--- src/gpc_pkg.sv ---
// Package for the general purpose pad configuration block.
// Assumes a single 25 MHz system clock and synchronous reset.
package gpc_pkg;
   // -----------------------------------------------------------------
   // Pad counts and roles
   // -----------------------------------------------------------------
   localparam int GPC_NUM_PADS = 7;
   localparam int GPC_PAD_SEL_W = 3;
   // Pad indices (zero based) of pads with special functions
   localparam int GPC_PAD_VOICE_ALIGN = 0;
   localparam int GPC_PAD_JAM = 1;
   localparam int GPC_PAD_VOICE_TX = 2;
   localparam int GPC_PAD_TX_CTRL = 3;
   localparam int GPC_PAD_TX_MON = 4;
   localparam int GPC_PAD_ALARM = 5;
   localparam int GPC_PAD_LAMP = 6;

   // Role encoding as held per pad
   typedef enum logic [1:0] {
      GPC_ROLE_INPUT,
      GPC_ROLE_OUTPUT,
      GPC_ROLE_ALT
   } gpc_role_t;

   // Alternate function selector for pads offering two functions
   localparam logic GPC_ALT_SEL_RESET = 1'b0;
   localparam logic GPC_OUT_RESET = 1'b0;

   // Transmit monitor modes
   localparam logic GPC_MON_CALL = 1'b0;
   localparam logic GPC_MON_BURST = 1'b1;

   // -----------------------------------------------------------------
   // Transmit monitor timing
   // -----------------------------------------------------------------
   localparam int GPC_CLK_HZ = 25000000;
   localparam int GPC_MON_HOLD_MS = 500;
   localparam int GPC_MON_HOLD_CYC = GPC_MON_HOLD_MS * (GPC_CLK_HZ / 1000);
   localparam int GPC_MON_CNT_W = 24;
endpackage

--- src/gpc_pad_cell.sv ---
// One pad cell: role selection and pad drive for a single pad.
// Assumes pad input already synchronised by the caller.
`timescale 1ns/100ps
`default_nettype none
module gpc_pad_cell
   import gpc_pkg::*;
(
   // Clock and reset
   input wire logic sys_clk,
   input wire logic sys_rst,
   // Configuration
   input wire gpc_role_t role,
   input wire logic out_level,
   input wire logic alt_out,
   input wire logic alt_drive,
   input wire logic hold_low,
   // Pad side
   input wire logic pad_sync,
   output logic pad_o,
   output logic pad_oe_n,
   // Read back
   output logic read_level
);
   // -----------------------------------------------------------------
   // Drive selection
   // -----------------------------------------------------------------
   // Exactly one role steers the pad at a time; hold_low overrides every role and drives it low
   wire is_out = (role == GPC_ROLE_OUTPUT);
   wire is_alt = (role == GPC_ROLE_ALT);
   wire drive_d = hold_low | is_out | (is_alt & alt_drive);
   wire level_d = hold_low ? 1'b0 : (is_alt ? alt_out : out_level);
   // Output read returns the stored level, input read the pad
   wire read_d = is_out ? out_level : pad_sync;

   // Registered pad drive; enable is low while driving
   always_ff @(posedge sys_clk) begin
      if (sys_rst) begin
         pad_o <= 1'b0;
         pad_oe_n <= 1'b0;
         read_level <= 1'b0;
      end else begin
         pad_o <= level_d;
         pad_oe_n <= ~drive_d;
         read_level <= read_d;
      end
   end
endmodule
`default_nettype wire

--- src/gpc_pad_config.sv ---
// Top of the general purpose pad configuration block: seven pads,
// host read/write port, alternate functions from internal firmware.
// Assumes pads arrive asynchronously; firmware signals are on sys_clk.
//
// Summary of operation
// - Each pad is independently an input, an output or an alternate function.
// - Reading an input pad returns the live pad level.
// - Writing an output pad sets its level; reading returns the set level.
// - An alternate-function pad follows firmware, not host reads or writes.
// - Pad four offers transmitter-disable input and voice transmit line.
// - Pad two offers jamming report output and voice receive line.
// - Pad four low in transmitter-control role inhibits the transmitter.
// - Pad five in monitor role is high while transmitting; low after in burst mode, after a hold time in call mode.
`timescale 1ns/100ps
`default_nettype none
module gpc_pad_config
   import gpc_pkg::*;
(
   // Clock and reset
   input wire logic sys_clk,
   input wire logic sys_rst,
   // Power on/off transition in progress
   input wire logic power_transition,
   // Host configuration and access port
   input wire logic cfg_we,
   input wire logic [GPC_PAD_SEL_W-1:0] cfg_pad,
   input wire logic [1:0] cfg_role,
   input wire logic cfg_alt_sel,
   input wire logic wr_en,
   input wire logic [GPC_PAD_SEL_W-1:0] wr_pad,
   input wire logic wr_level,
   input wire logic rd_en,
   input wire logic [GPC_PAD_SEL_W-1:0] rd_pad,
   output logic rd_valid,
   output logic rd_level,
   // Firmware alternate function sources
   input wire logic voice_port_word_align,
   input wire logic voice_tx,
   input wire logic jamming_report,
   input wire logic tx_active,
   input wire logic tx_mon_mode,
   input wire logic alarm_buzzer,
   input wire logic network_status_lamp,
   // Firmware alternate function sinks
   output logic voice_rx,
   output logic tx_inhibit,
   // Pads
   input wire logic [GPC_NUM_PADS-1:0] pad_i,
   output logic [GPC_NUM_PADS-1:0] pad_o,
   output logic [GPC_NUM_PADS-1:0] pad_oe_n
);
   // -----------------------------------------------------------------
   // Pad input synchronisers
   // -----------------------------------------------------------------
   logic [GPC_NUM_PADS-1:0] pad_s1_q;
   logic [GPC_NUM_PADS-1:0] pad_s2_q;

   // Two stages; only the second stage is read by logic
   always_ff @(posedge sys_clk) begin
      if (sys_rst) begin
         pad_s1_q <= '0;
         pad_s2_q <= '0;
      end else begin
         pad_s1_q <= pad_i;
         pad_s2_q <= pad_s1_q;
      end
   end

   // -----------------------------------------------------------------
   // Configuration state
   // -----------------------------------------------------------------
   gpc_role_t role_q [GPC_NUM_PADS];
   logic [GPC_NUM_PADS-1:0] alt_sel_q;
   logic [GPC_NUM_PADS-1:0] out_q;
   wire gpc_role_t cfg_role_w = (cfg_role == 2'h1) ? GPC_ROLE_OUTPUT :
      (cfg_role == 2'h2) ? GPC_ROLE_ALT : GPC_ROLE_INPUT;

   // -----------------------------------------------------------------
   // Transmit monitor hold counter
   // -----------------------------------------------------------------
   // Call mode keeps the line up for a hold time after the last burst
   logic [GPC_MON_CNT_W-1:0] mon_cnt_q;
   logic mon_q;
   wire mon_hold = (mon_cnt_q != '0);
   wire [GPC_MON_CNT_W-1:0] mon_cnt_d = tx_active ?
      GPC_MON_CNT_W'(GPC_MON_HOLD_CYC) :
      (mon_hold ? mon_cnt_q - 1'b1 : mon_cnt_q);
   wire mon_d = (tx_mon_mode == GPC_MON_BURST) ? tx_active :
      (tx_active | mon_hold);

   always_ff @(posedge sys_clk) begin
      if (sys_rst) begin
         mon_cnt_q <= '0;
         mon_q <= 1'b0;
      end else begin
         mon_cnt_q <= mon_cnt_d;
         mon_q <= mon_d;
      end
   end

   // -----------------------------------------------------------------
   // Alternate function routing per pad
   // -----------------------------------------------------------------
   logic [GPC_NUM_PADS-1:0] alt_out;
   logic [GPC_NUM_PADS-1:0] alt_drive;
   logic [GPC_NUM_PADS-1:0] read_lvl;
   wire hold_low = sys_rst | power_transition;

   // Pad two: sel 0 jam report out, sel 1 voice receive in
   assign alt_out[GPC_PAD_VOICE_ALIGN] = voice_port_word_align;
   assign alt_drive[GPC_PAD_VOICE_ALIGN] = 1'b1;
   assign alt_out[GPC_PAD_JAM] = jamming_report;
   assign alt_drive[GPC_PAD_JAM] = ~alt_sel_q[GPC_PAD_JAM];
   assign alt_out[GPC_PAD_VOICE_TX] = voice_tx;
   assign alt_drive[GPC_PAD_VOICE_TX] = 1'b1;
   // Pad four: sel 0 transmitter disable in, sel 1 voice transmit out
   assign alt_out[GPC_PAD_TX_CTRL] = voice_tx;
   assign alt_drive[GPC_PAD_TX_CTRL] = alt_sel_q[GPC_PAD_TX_CTRL];
   assign alt_out[GPC_PAD_TX_MON] = mon_q;
   assign alt_drive[GPC_PAD_TX_MON] = 1'b1;
   assign alt_out[GPC_PAD_ALARM] = alarm_buzzer;
   assign alt_drive[GPC_PAD_ALARM] = 1'b1;
   assign alt_out[GPC_PAD_LAMP] = network_status_lamp;
   assign alt_drive[GPC_PAD_LAMP] = 1'b1;

   wire tx_ctrl_role = (role_q[GPC_PAD_TX_CTRL] == GPC_ROLE_ALT) &
      ~alt_sel_q[GPC_PAD_TX_CTRL];
   wire inhibit_d = tx_ctrl_role & ~pad_s2_q[GPC_PAD_TX_CTRL];
   wire rx_role = (role_q[GPC_PAD_JAM] == GPC_ROLE_ALT) &
      alt_sel_q[GPC_PAD_JAM];
   wire voice_rx_d = rx_role & pad_s2_q[GPC_PAD_JAM];

   // -----------------------------------------------------------------
   // Per pad state and cells
   // -----------------------------------------------------------------
   genvar g;
   generate
      for (g = 0; g < GPC_NUM_PADS; g++) begin : g_pad
         wire cfg_hit = cfg_we & (cfg_pad == GPC_PAD_SEL_W'(g));
         // Host writes are ignored unless the pad is an output
         wire wr_hit = wr_en & (wr_pad == GPC_PAD_SEL_W'(g)) &
            (role_q[g] == GPC_ROLE_OUTPUT);

         always_ff @(posedge sys_clk) begin
            if (sys_rst) begin
               role_q[g] <= GPC_ROLE_INPUT;
               alt_sel_q[g] <= GPC_ALT_SEL_RESET;
               out_q[g] <= GPC_OUT_RESET;
            end else begin
               if (cfg_hit) begin
                  role_q[g] <= cfg_role_w;
                  alt_sel_q[g] <= cfg_alt_sel;
               end
               if (wr_hit) begin
                  out_q[g] <= wr_level;
               end
            end
         end

         gpc_pad_cell u_cell (
            .sys_clk(sys_clk),
            .sys_rst(sys_rst),
            .role(role_q[g]),
            .out_level(out_q[g]),
            .alt_out(alt_out[g]),
            .alt_drive(alt_drive[g]),
            .hold_low(hold_low),
            .pad_sync(pad_s2_q[g]),
            .pad_o(pad_o[g]),
            .pad_oe_n(pad_oe_n[g]),
            .read_level(read_lvl[g])
         );
      end
   endgenerate

   // -----------------------------------------------------------------
   // Host read port and firmware sinks
   // -----------------------------------------------------------------
   wire rd_ok = (rd_pad < GPC_PAD_SEL_W'(GPC_NUM_PADS));
   wire rd_lvl_d = rd_ok ? read_lvl[rd_pad] : 1'b0;

   always_ff @(posedge sys_clk) begin
      if (sys_rst) begin
         rd_valid <= 1'b0;
         rd_level <= 1'b0;
         tx_inhibit <= 1'b0;
         voice_rx <= 1'b0;
      end else begin
         rd_valid <= rd_en;
         rd_level <= rd_lvl_d;
         tx_inhibit <= inhibit_d;
         voice_rx <= voice_rx_d;
      end
   end

   // -----------------------------------------------------------------
   // Checks
   // -----------------------------------------------------------------
   property p_rst_default;
      @(posedge sys_clk) sys_rst |=> (role_q[0] == GPC_ROLE_INPUT) &&
         (pad_o == '0);
   endproperty
   a_rst_default: assert property (p_rst_default)
      else $error("pads not defaulted by reset");

   property p_hold_low;
      @(posedge sys_clk) disable iff (sys_rst)
         power_transition |=> (pad_o == '0) && (pad_oe_n == '0);
   endproperty
   a_hold_low: assert property (p_hold_low)
      else $error("pads not held low in power transition");

   property p_out_write;
      @(posedge sys_clk) disable iff (sys_rst)
         (wr_en && wr_pad == 3'h2 && role_q[2] == GPC_ROLE_OUTPUT &&
          !cfg_we && !power_transition) ##1 !power_transition
         |=> pad_o[2] == $past(wr_level, 2);
   endproperty
   a_out_write: assert property (p_out_write)
      else $error("output pad did not take written level");

   property p_alt_ignores_write;
      @(posedge sys_clk) disable iff (sys_rst)
         (role_q[1] == GPC_ROLE_ALT && !cfg_we) |=> $stable(out_q[1]);
   endproperty
   a_alt_ignores_write: assert property (p_alt_ignores_write)
      else $error("alternate pad took a host write");

   property p_inhibit;
      @(posedge sys_clk) disable iff (sys_rst)
         (tx_ctrl_role && !pad_s2_q[GPC_PAD_TX_CTRL]) |=> tx_inhibit;
   endproperty
   a_inhibit: assert property (p_inhibit)
      else $error("transmitter not inhibited");

   property p_mon_high;
      @(posedge sys_clk) disable iff (sys_rst)
         tx_active |=> mon_q;
   endproperty
   a_mon_high: assert property (p_mon_high)
      else $error("monitor low while transmitting");

   // Burst mode must ignore any hold time left from an earlier call
   property p_mon_burst_low;
      @(posedge sys_clk) disable iff (sys_rst)
         (tx_mon_mode == GPC_MON_BURST && !tx_active) |=> !mon_q;
   endproperty
   a_mon_burst_low: assert property (p_mon_burst_low)
      else $error("monitor high after burst ended");

   property p_rd_input;
      @(posedge sys_clk) disable iff (sys_rst)
         (rd_en && rd_pad == 3'h0 && role_q[0] == GPC_ROLE_INPUT &&
          $past(role_q[0]) == GPC_ROLE_INPUT)
         |=> rd_level == $past(pad_s2_q[0], 2);
   endproperty
   a_rd_input: assert property (p_rd_input)
      else $error("input read did not return pad level");

   property p_one_role;
      @(posedge sys_clk) disable iff (sys_rst)
         (role_q[3] == GPC_ROLE_INPUT && !power_transition) ##1
         (role_q[3] == GPC_ROLE_INPUT && !power_transition)
         |=> pad_oe_n[3];
   endproperty
   a_one_role: assert property (p_one_role)
      else $error("input pad is being driven");

   property p_voice_rx;
      @(posedge sys_clk) disable iff (sys_rst)
         !rx_role |=> !voice_rx;
   endproperty
   a_voice_rx: assert property (p_voice_rx)
      else $error("voice receive active outside its role");
endmodule
`default_nettype wire

--- config.mk ---
export PLATFORM = sky130hd
export DESIGN_NAME = gpc_pad_config
export DESIGN_NICKNAME = d
export VERILOG_FILES = /design/src/gpc_pkg.sv /design/src/gpc_pad_cell.sv /design/src/gpc_pad_config.sv
export SDC_FILE = /design/constraint.sdc
export NUM_CORES = 1
export LEC_CHECK = 0
export BUFFER_PORTS_ARGS = -buffer_cell sky130_fd_sc_hd__buf_2
export CAP_MARGIN = 0
export CORE_AREA = 2 2 148 92
export CTS_BUF_LIST = sky130_fd_sc_hd__clkbuf_4 sky130_fd_sc_hd__clkbuf_8
export CTS_CLUSTER_DIAMETER = 50
export DETAILED_ROUTE_END_ITERATION = 7
export DIE_AREA = 0 0 150 94
export GPL_TIMING_DRIVEN = 1
export PLACE_DENSITY = 0.5
export RECOVER_POWER = 25
export SLEW_MARGIN = 20
export SYNTH_ARGS = -nofsm -noshare
export SYNTH_HDL_FRONTEND = slang
export SYNTH_SLANG_ARGS = --single-unit
--- constraint.sdc ---
create_clock -name sys_clk -period 2.1 [get_ports sys_clk]
set_clock_uncertainty 0.1 [all_clocks]
set_input_delay 0.315 -clock sys_clk [delete_from_list [all_inputs] [get_ports sys_clk]]
set_output_delay 0.315 -clock sys_clk [all_outputs]
set_load 0.05 [all_outputs]
==> results.ini, run 1 <==
[setup_path]
reg2reg_depth=5
cp_common_cell=or4_4
critical_path.max_fanout=6
cp_slowest_stage_delay_ns=0.57
cp_top_family=simple AND/OR/NAND/NOR gates
cp_num_cells=5
worst-path-buf-inv=0
endpoint_kind=flip-flop
ff2ff_setup_slack_ns=-0.05
crit_required_ns=2.25
arrival_ns=2.30
rr_startpoint=mon_cnt_q[9]
crit_end=mon_cnt_q[4]
regToRegEndpoint=mon_cnt_q[4]
crit_path_top_delay_cell=or4_4
crit_chain=or4_4 > or4_4 > o211ai_1 > xor2_1 > nor2_1
critPathLaunch=mon_cnt_q[9]
crit_type=flip-flop to flip-flop
start_kind=flip-flop

[clock_tree]
hold_buffers=0
h-tree-depth=3
cts-root-buf=clkbuf_8
cts_buffers=9
cts_tree=done
clkSlewWorstSetupHoldPaths_ns=0.10
clockBufferDepth=2
clk_latency_ns=0.37
clock-sinks=87

[grt]
antenna_found_initial=0
grt_overflow_total=0
grt_pass1_vias=2801
grt_use_total_pct=13.96
grt_max_degree=33
grt_first_pass_wirelength_um=14760

[yosys]
synthTopCellsByArea=dfxtp_1 39%, edfxtp_1 11%, mux2i_1 6.1%
synth_largest_area_cell=dfxtp_1
yosysTopAreaCellShare_pct=39.02
ys.flop_type=dfxtp_1
syn-num-nets=416
ys_types=48
yosysWarnings=0
async_flop_share_pct=0
synthCells=381
synth_edf_count=14
syn_avg_cell_area_sq_um=9.829
yosysSeqAreaShare_pct=50.25
syn-cell-area_sq_mm=0.003745
synth-seq-cells=87

[power_and_ir_drop]
p_int_uw=2507
p_sw_share_pct=30.16
power_leakage_uw=0.001830
seq_power_share_pct=51.1
totalPowerFinal_uw=3590
power.switching_uw=1083
ir_drop_mv=0.2931
powerDensity_mw_per_mm2=776.5
pwr-share-comb_pct=17.5
clockPowerShare_pct=31.3

[detailed_routing]
dr.first_iter.drc_count=175
via_per_inst=4.624
dr_total_vias=2890
routed_wl_um=9309
ant_nets=0
wl_per_cell_um=14.89
drt-pass1-iter-count=4
drc=0

[job]
cap_violations=0

[placed_design]
io_buffer_count=50
dp_hpwl_um=6934
place.gp.congestion=0.8374
dp.cells=605
place_ws_ns=-0.05697

[layout]
drive_gt1_share_pct=31.43
area_delta_synth_final_pct=23.45
final_core_util_pct=36.54
layout.cells.non_filler=625
fin_nets=485
n_antenna_cell=0

[die]
die_h_um=94
row_count=32
die_area_sq_mm=0.01410
io_pins=51
die_w_um=150
start_util_pct=29.60
core_sq_mm=0.01265

[run_status]
status=finished, violations left
violations=negative setup slack

[timing]
grt_setup_unrepaired=yes
setup_viol=2
setup_slack_ns=-0.05044
fmax_mhz=465.0
finalCriticalPeriod_ns=2.150
hold_viol_final=0
tightest_slew_ns=1.407
relSlewSlack_pct=6.221
fin_setup_tns_ns=-0.09648
post-route-period-util_pct=102.4
slew_viol_final=0

[hold_path]
hp-class=input port to flip-flop

-- cells in the final DEF (no fill, tap or decap), types with 3 or more instances in the layout --
cell type  instances
o21ai_0            4
o31ai_1            3
dfxtp_1           66
a21oi_1           10
clkbuf_8           9
nor3b_1            3
nand3b_1           3
dfxtp_2            6
nand3_1           13
buf_4             33
nand2_1           11
mux2i_1           23
a311oi_2           4
edfxtp_1          14
nor4_4             3
xnor2_1            9
or4_4              5
nor2b_1           31
nand2b_1           5
buf_2             49
inv_1              3
a31oi_1            5
nor3_1            12
o21bai_1           5
o211ai_1           3
nor2_1            60
nor4_2             3
or2_2              4
nand4_1            5
or4_1              6
-- logic make-up (layout without fill, tap and decap cells) --
family | count (synthesis) | after routing | synth area share, %
XOR/XNOR | 10 | 10 | 2.339
AO/OA/AOI/OAI | 47 | 47 | 8.586
multiplexers | 25 | 25 | 7.050
flip-flops | 87 | 87 | 50.25
buffers and inverters | 33 | 107 | 4.911
AND/OR/NAND/NOR | 177 | 177 | 26.19
adder cells (fa/ha/maj) | 2 | 2 | 0.6681
-- state kept, by name, indices dropped and copies added (netlist names) --
name,count
role_q,14
out_q,7
mon_q,1
rd_valid,1
g_pad.u_cell.read_level,7
mon_cnt_q,24
voice_rx,1
g_pad.u_cell.pad_oe_n,7
alt_drive,1
rd_level,1
alt_sel_q,1
pad_s2_q,7
g_pad.u_cell.pad_o,7
pad_s1_q,7
tx_inhibit,1
-- power by group through the flow --
stage / Clock [uW] / Sequential [uW] / Combinational, uW
6_report: 1120 / 1840 / 630
5_1_grt: 1230 / 1850 / 686
4_1_cts: 1160 / 1830 / 590
3_5_place_dp: 0 / 1870 / 574
3_3_place_gp: 0 / 1870 / 569
2_1_floorplan: 0 / 1870 / 359
-- Yosys cell counts (5+ instances only) --
cell type and count:
a21oi_1 11, a311oi_1 6, a31oi_1 5, buf_4 14, clkbuf_1 12, dfxtp_1 73, edfxtp_1 14, inv_1 5
mux2i_1 23, nand2_1 11, nand2b_1 5, nand3_1 14, nand4_1 5, nor2_1 61, nor2b_1 31, nor3_1 12
o21bai_1 5, or4_1 8, xnor2_1 9
-- routing by layer --
metal	vias to the layer above	part of all wire, %	GRT usage, %
met1	1352	54	20.98
met3	8	4.8	4.272
met5	-	0	0
li1	1482	-	-
met4	0	1.1	4.009
met2	48	40	18.80
-- timing repair --
action,in CTS,in global routing
pin swaps,2,13
endpoints found under the setup margin,6,19
buffers inserted,2,2
gates resized for setup,9,24
-- stage by stage --
stage / hold slack, ns / instance area (sq um)
2_1_floorplan: 0.3003 / 3752
3_3_place_gp: 0.3206 / 4287
3_5_place_dp: 0.3242 / 4287
4_1_cts: 0.03280 / 4508
5_1_grt: 0.05609 / 4623
6_report: 0.04954 / 4623
-- worst reg2reg max path, delay by kind of cell (launching register included) --
kind	cells	cell delay (ns)
and+or+nand+nor	3	1.18
DFF	1	0.36
xor gates and xnor gates	1	0.16
AOI/OAI and AO/OA	1	0.24
-- worst min path at each step --
stage                           start     endpoint  slack (ns)  cells after the start
after detailed placement  pad_s1_q[3]  pad_s2_q[3]        0.32                      1
after CTS                       rd_en     rd_valid        0.03                      2
after floorplan           pad_s2_q[3]   tx_inhibit        0.30                      1
final                           rd_en     rd_valid        0.05                      2
after global routing         pad_i[2]  pad_s1_q[2]        0.06                      2
after global placement    pad_s1_q[1]  pad_s2_q[1]        0.32                      1
-- layout make-up --
class                           count  area [sq um]
Tap cell                          170         212.7
Inverter                            6         22.52
Multi-Input combinational cell    261          1798
Clock buffer                        9         123.9
Clock inverter                      7         61.31
Timing Repair Buffer               85         511.7
Fill cell                        1294          8029
Sequential cell                    87          1893
(Power assumes the default switching activity.)
==> run 2, diff against run 1 <==
--- a/config.mk
+++ b/config.mk
@@ -7,15 +7,16 @@
 export LEC_CHECK = 0
 export BUFFER_PORTS_ARGS = -buffer_cell sky130_fd_sc_hd__buf_2
 export CAP_MARGIN = 0
-export CORE_AREA = 2 2 148 92
+export CORE_AREA = 2 2 149 93
 export CTS_BUF_LIST = sky130_fd_sc_hd__clkbuf_4 sky130_fd_sc_hd__clkbuf_8
 export CTS_CLUSTER_DIAMETER = 50
 export DETAILED_ROUTE_END_ITERATION = 7
-export DIE_AREA = 0 0 150 94
+export DIE_AREA = 0 0 151 95
 export GPL_TIMING_DRIVEN = 1
 export PLACE_DENSITY = 0.5
 export RECOVER_POWER = 25
 export SLEW_MARGIN = 20
 export SYNTH_ARGS = -nofsm -noshare
 export SYNTH_HDL_FRONTEND = slang
+export SYNTH_HIERARCHICAL = 1
 export SYNTH_SLANG_ARGS = --single-unit
==> run 2 against run 1 <==
  * The flow still finishes with violations (negative setup slack)
  * Area after synthesis up 1.5%
  * Die area up 1.7%
  * Hold slack better by 0.0048 ns
  * Flip-flop and latch count unchanged
  * Critical path depth unchanged
  * Combinational power up 6.2%
  * Register-to-register slack worse by 0.17 ns
  * Clock power about the same
  * Critical endpoint is now mon_cnt_q[17]
  * Count of clock-buffer cells in the layout up 2
  * Setup slack worse by 0.17 ns
  * Global-route usage down 0.10 points
  * Highest routed layer unchanged
==> results.ini, run 2 <==
[yosys]
synth_edf_count=14
synth_xor_area_share_pct=4.149
synth-seq-cells=87
synth-compound-area-share_pct=11.62
ys.flop_type=dfxtp_1
async_flop_share_pct=0
ys_types=45
syn_avg_cell_area_sq_um=10.50
syn-cell-area_sq_mm=0.003800
yosysSeqAreaShare_pct=49.52
synth_fa_ha_area_share_pct=0.6585
synth_largest_area_cell=dfxtp_1
synth.mux.area_fraction_pct=6.388
synthSimpleGateAreaFrac_pct=25.55
synthCells=362
synthTopCellsByArea=dfxtp_1 38%, edfxtp_1 11%, mux2i_1 5.8%
synth_most_common_cell=dfxtp_1
yosysTopAreaCellShare_pct=38.46
synth_top_family_by_area=simple AND/OR/NAND/NOR gates
synth_common_cells=73 x dfxtp_1, 51 x nor2_1, 22 x mux2i_1
yosysWarnings=6

[timing]
hold_viol_final=0
tightest_slew_ns=0.6423
grt_setup_unrepaired=yes
slew_viol_final=0
setup_slack_ns=-0.2225
fmax_mhz=430.6
relSlewSlack_pct=57.18
setup_viol=19
post-route-period-util_pct=110.6
fin_hold_ws_ns=0.05436
finalCriticalPeriod_ns=2.322

[power_and_ir_drop]
clockPowerShare_pct=31.4
pwr-share-comb_pct=18.3
powerDensity_mw_per_mm2=753.9
power.switching_uw=1056
totalPowerFinal_uw=3653
ir_drop_mv=0.3199
power_leakage_uw=0.001879
p_sw_share_pct=28.92
seq_power_share_pct=50.3
p_int_uw=2596

[detailed_routing]
drt-pass1-iter-count=4
wl_per_cell_um=14.92
drc=0
ant_nets=0
routed_wl_um=9402
dr_total_vias=2879
dr.first_iter.drc_count=158
via_per_inst=4.570

[clock_tree]
clockBufferDepth=2
clkSlewWorstSetupHoldPaths_ns=0.09
cts_tree=done
cts-root-buf=clkbuf_8
clock-sinks=87
h-tree-depth=3
cts_buffers=9
clk_latency_ns=0.36

[setup_path]
crit_required_ns=2.24
reg2reg_depth=5
endpoint_kind=flip-flop
start_kind=flip-flop
crit_type=flip-flop to flip-flop
arrival_ns=2.46
critical_path.max_fanout=2

[die]
row_count=33
core_sq_mm=0.01313
start_util_pct=28.94
io_pins=51
die_h_um=95
die_area_sq_mm=0.01435
die_w_um=151

[layout]
ff_latch_area_sq_mm=0.001887
layout_common_cells=69 x dfxtp_1, 50 x buf_2, 49 x nor2_1, 31 x buf_4, 22 x mux2i_1
layout_commonest_cell=dfxtp_1
multi_input_area_sq_mm=0.001991
fin_nets=485
largest_register_ffs=24
area_delta_synth_final_pct=27.49
reg.largest.list=mon_cnt_q: 24 flops, role_q: 14 flops
layout.cells.non_filler=630
n_fill_cell=1319
regMostFlops=mon_cnt_q
drive_gt1_share_pct=34.51
n_antenna_cell=0

[grt]
antenna_found_initial=0
grt_max_degree=40
grt_first_pass_wirelength_um=14880
grt_overflow_total=0
grt_pass1_vias=2794
grt_use_total_pct=13.85

[job]
cap_violations=0

[placed_design]
dp.cells=610
dp_hpwl_um=6920
place.gp.congestion=0.8162
io_buffer_count=50

[run_status]
violations=negative setup slack
status=finished, violations left

[hold_path]
hp-class=input port to flip-flop
holdPathStages=2

==> run 2: final timing paths <==
check / startpoint / endpoint / slack (ns)
max: mon_cnt_q[7] / mon_cnt_q[17] / -0.22
min: pad_i[6] / pad_s1_q[6] / 0.05
max reg2reg: mon_cnt_q[7] / mon_cnt_q[17] / -0.22
min reg2reg: pad_s1_q[5] / pad_s2_q[5] / 0.35
==> run 2: power groups by stage <==
| stage | combinational, uW | clock, uW | sequential (uW) |
|---|---|---|---|
| finish | 669 | 1150 | 1840 |
| global route | 727 | 1260 | 1850 |
| CTS | 627 | 1200 | 1840 |
| detailed placement | 594 | 0 | 1870 |
| global placement | 591 | 0 | 1870 |
| floorplan | 334 | 0 | 1900 |
==> run 2: stage by stage <==
step / worst slack, ns / utilization [%] / TNS (ns) / instance area, sq um
floorplan: -0.3052 / - / -0.3528 / 3840
global placement: -0.2164 / 34.22 / -1.124 / 4493
detailed placement: -0.2143 / 34.22 / -1.362 / 4493
CTS: -0.2271 / 36.13 / -1.293 / 4745
global route: -0.2898 / 36.90 / -2.815 / 4845
finish: -0.2225 / 36.90 / -1.731 / 4845
==> run 2: kinds of logic after synthesis <==
logic type / after synthesis
buf+inv: 20
fa+ha+maj: 2
other cells: 1
flops: 87
simple gates: 164
compound gates: 47
mux: 23
xor+xnor: 18
==> run 2: cell type report <==
cell class / count / share of cell area [%]
multi-input combinational: 259 / 41.09
sequential: 87 / 38.95
timing repair buffer: 86 / 11.00
tap: 175 / 4.520
clock buffer: 11 / 3.125
clock inverter: 5 / 0.7748
inverter: 7 / 0.5424
==> run 2: timing repair <==
item,in CTS,in global routing
buffers inserted,1,4
pin swaps,8,16
resized for setup,16,20
hold buffers,0,0
setup endpoints to repair,21,22
==> run 2: worst max-delay path, cell delays in order (launching register included) <==
cell	delay (ns)
dfxtp_2	0.33
or4_4	0.53
or4_4	0.53
or4_4	0.49
xor2_1	0.14
a21oi_1	0.08
==> run 2: per-layer routing <==
metal | global-route usage, % | vias up | part of all wire, %
met1 | 22.10 | 1340 | 55
met2 | 17.39 | 81 | 37
li1 | - | 1452 | -
met3 | 3.768 | 6 | 7.0
met4 | 4.128 | 0 | 1.1
met5 | 0 | - | 0
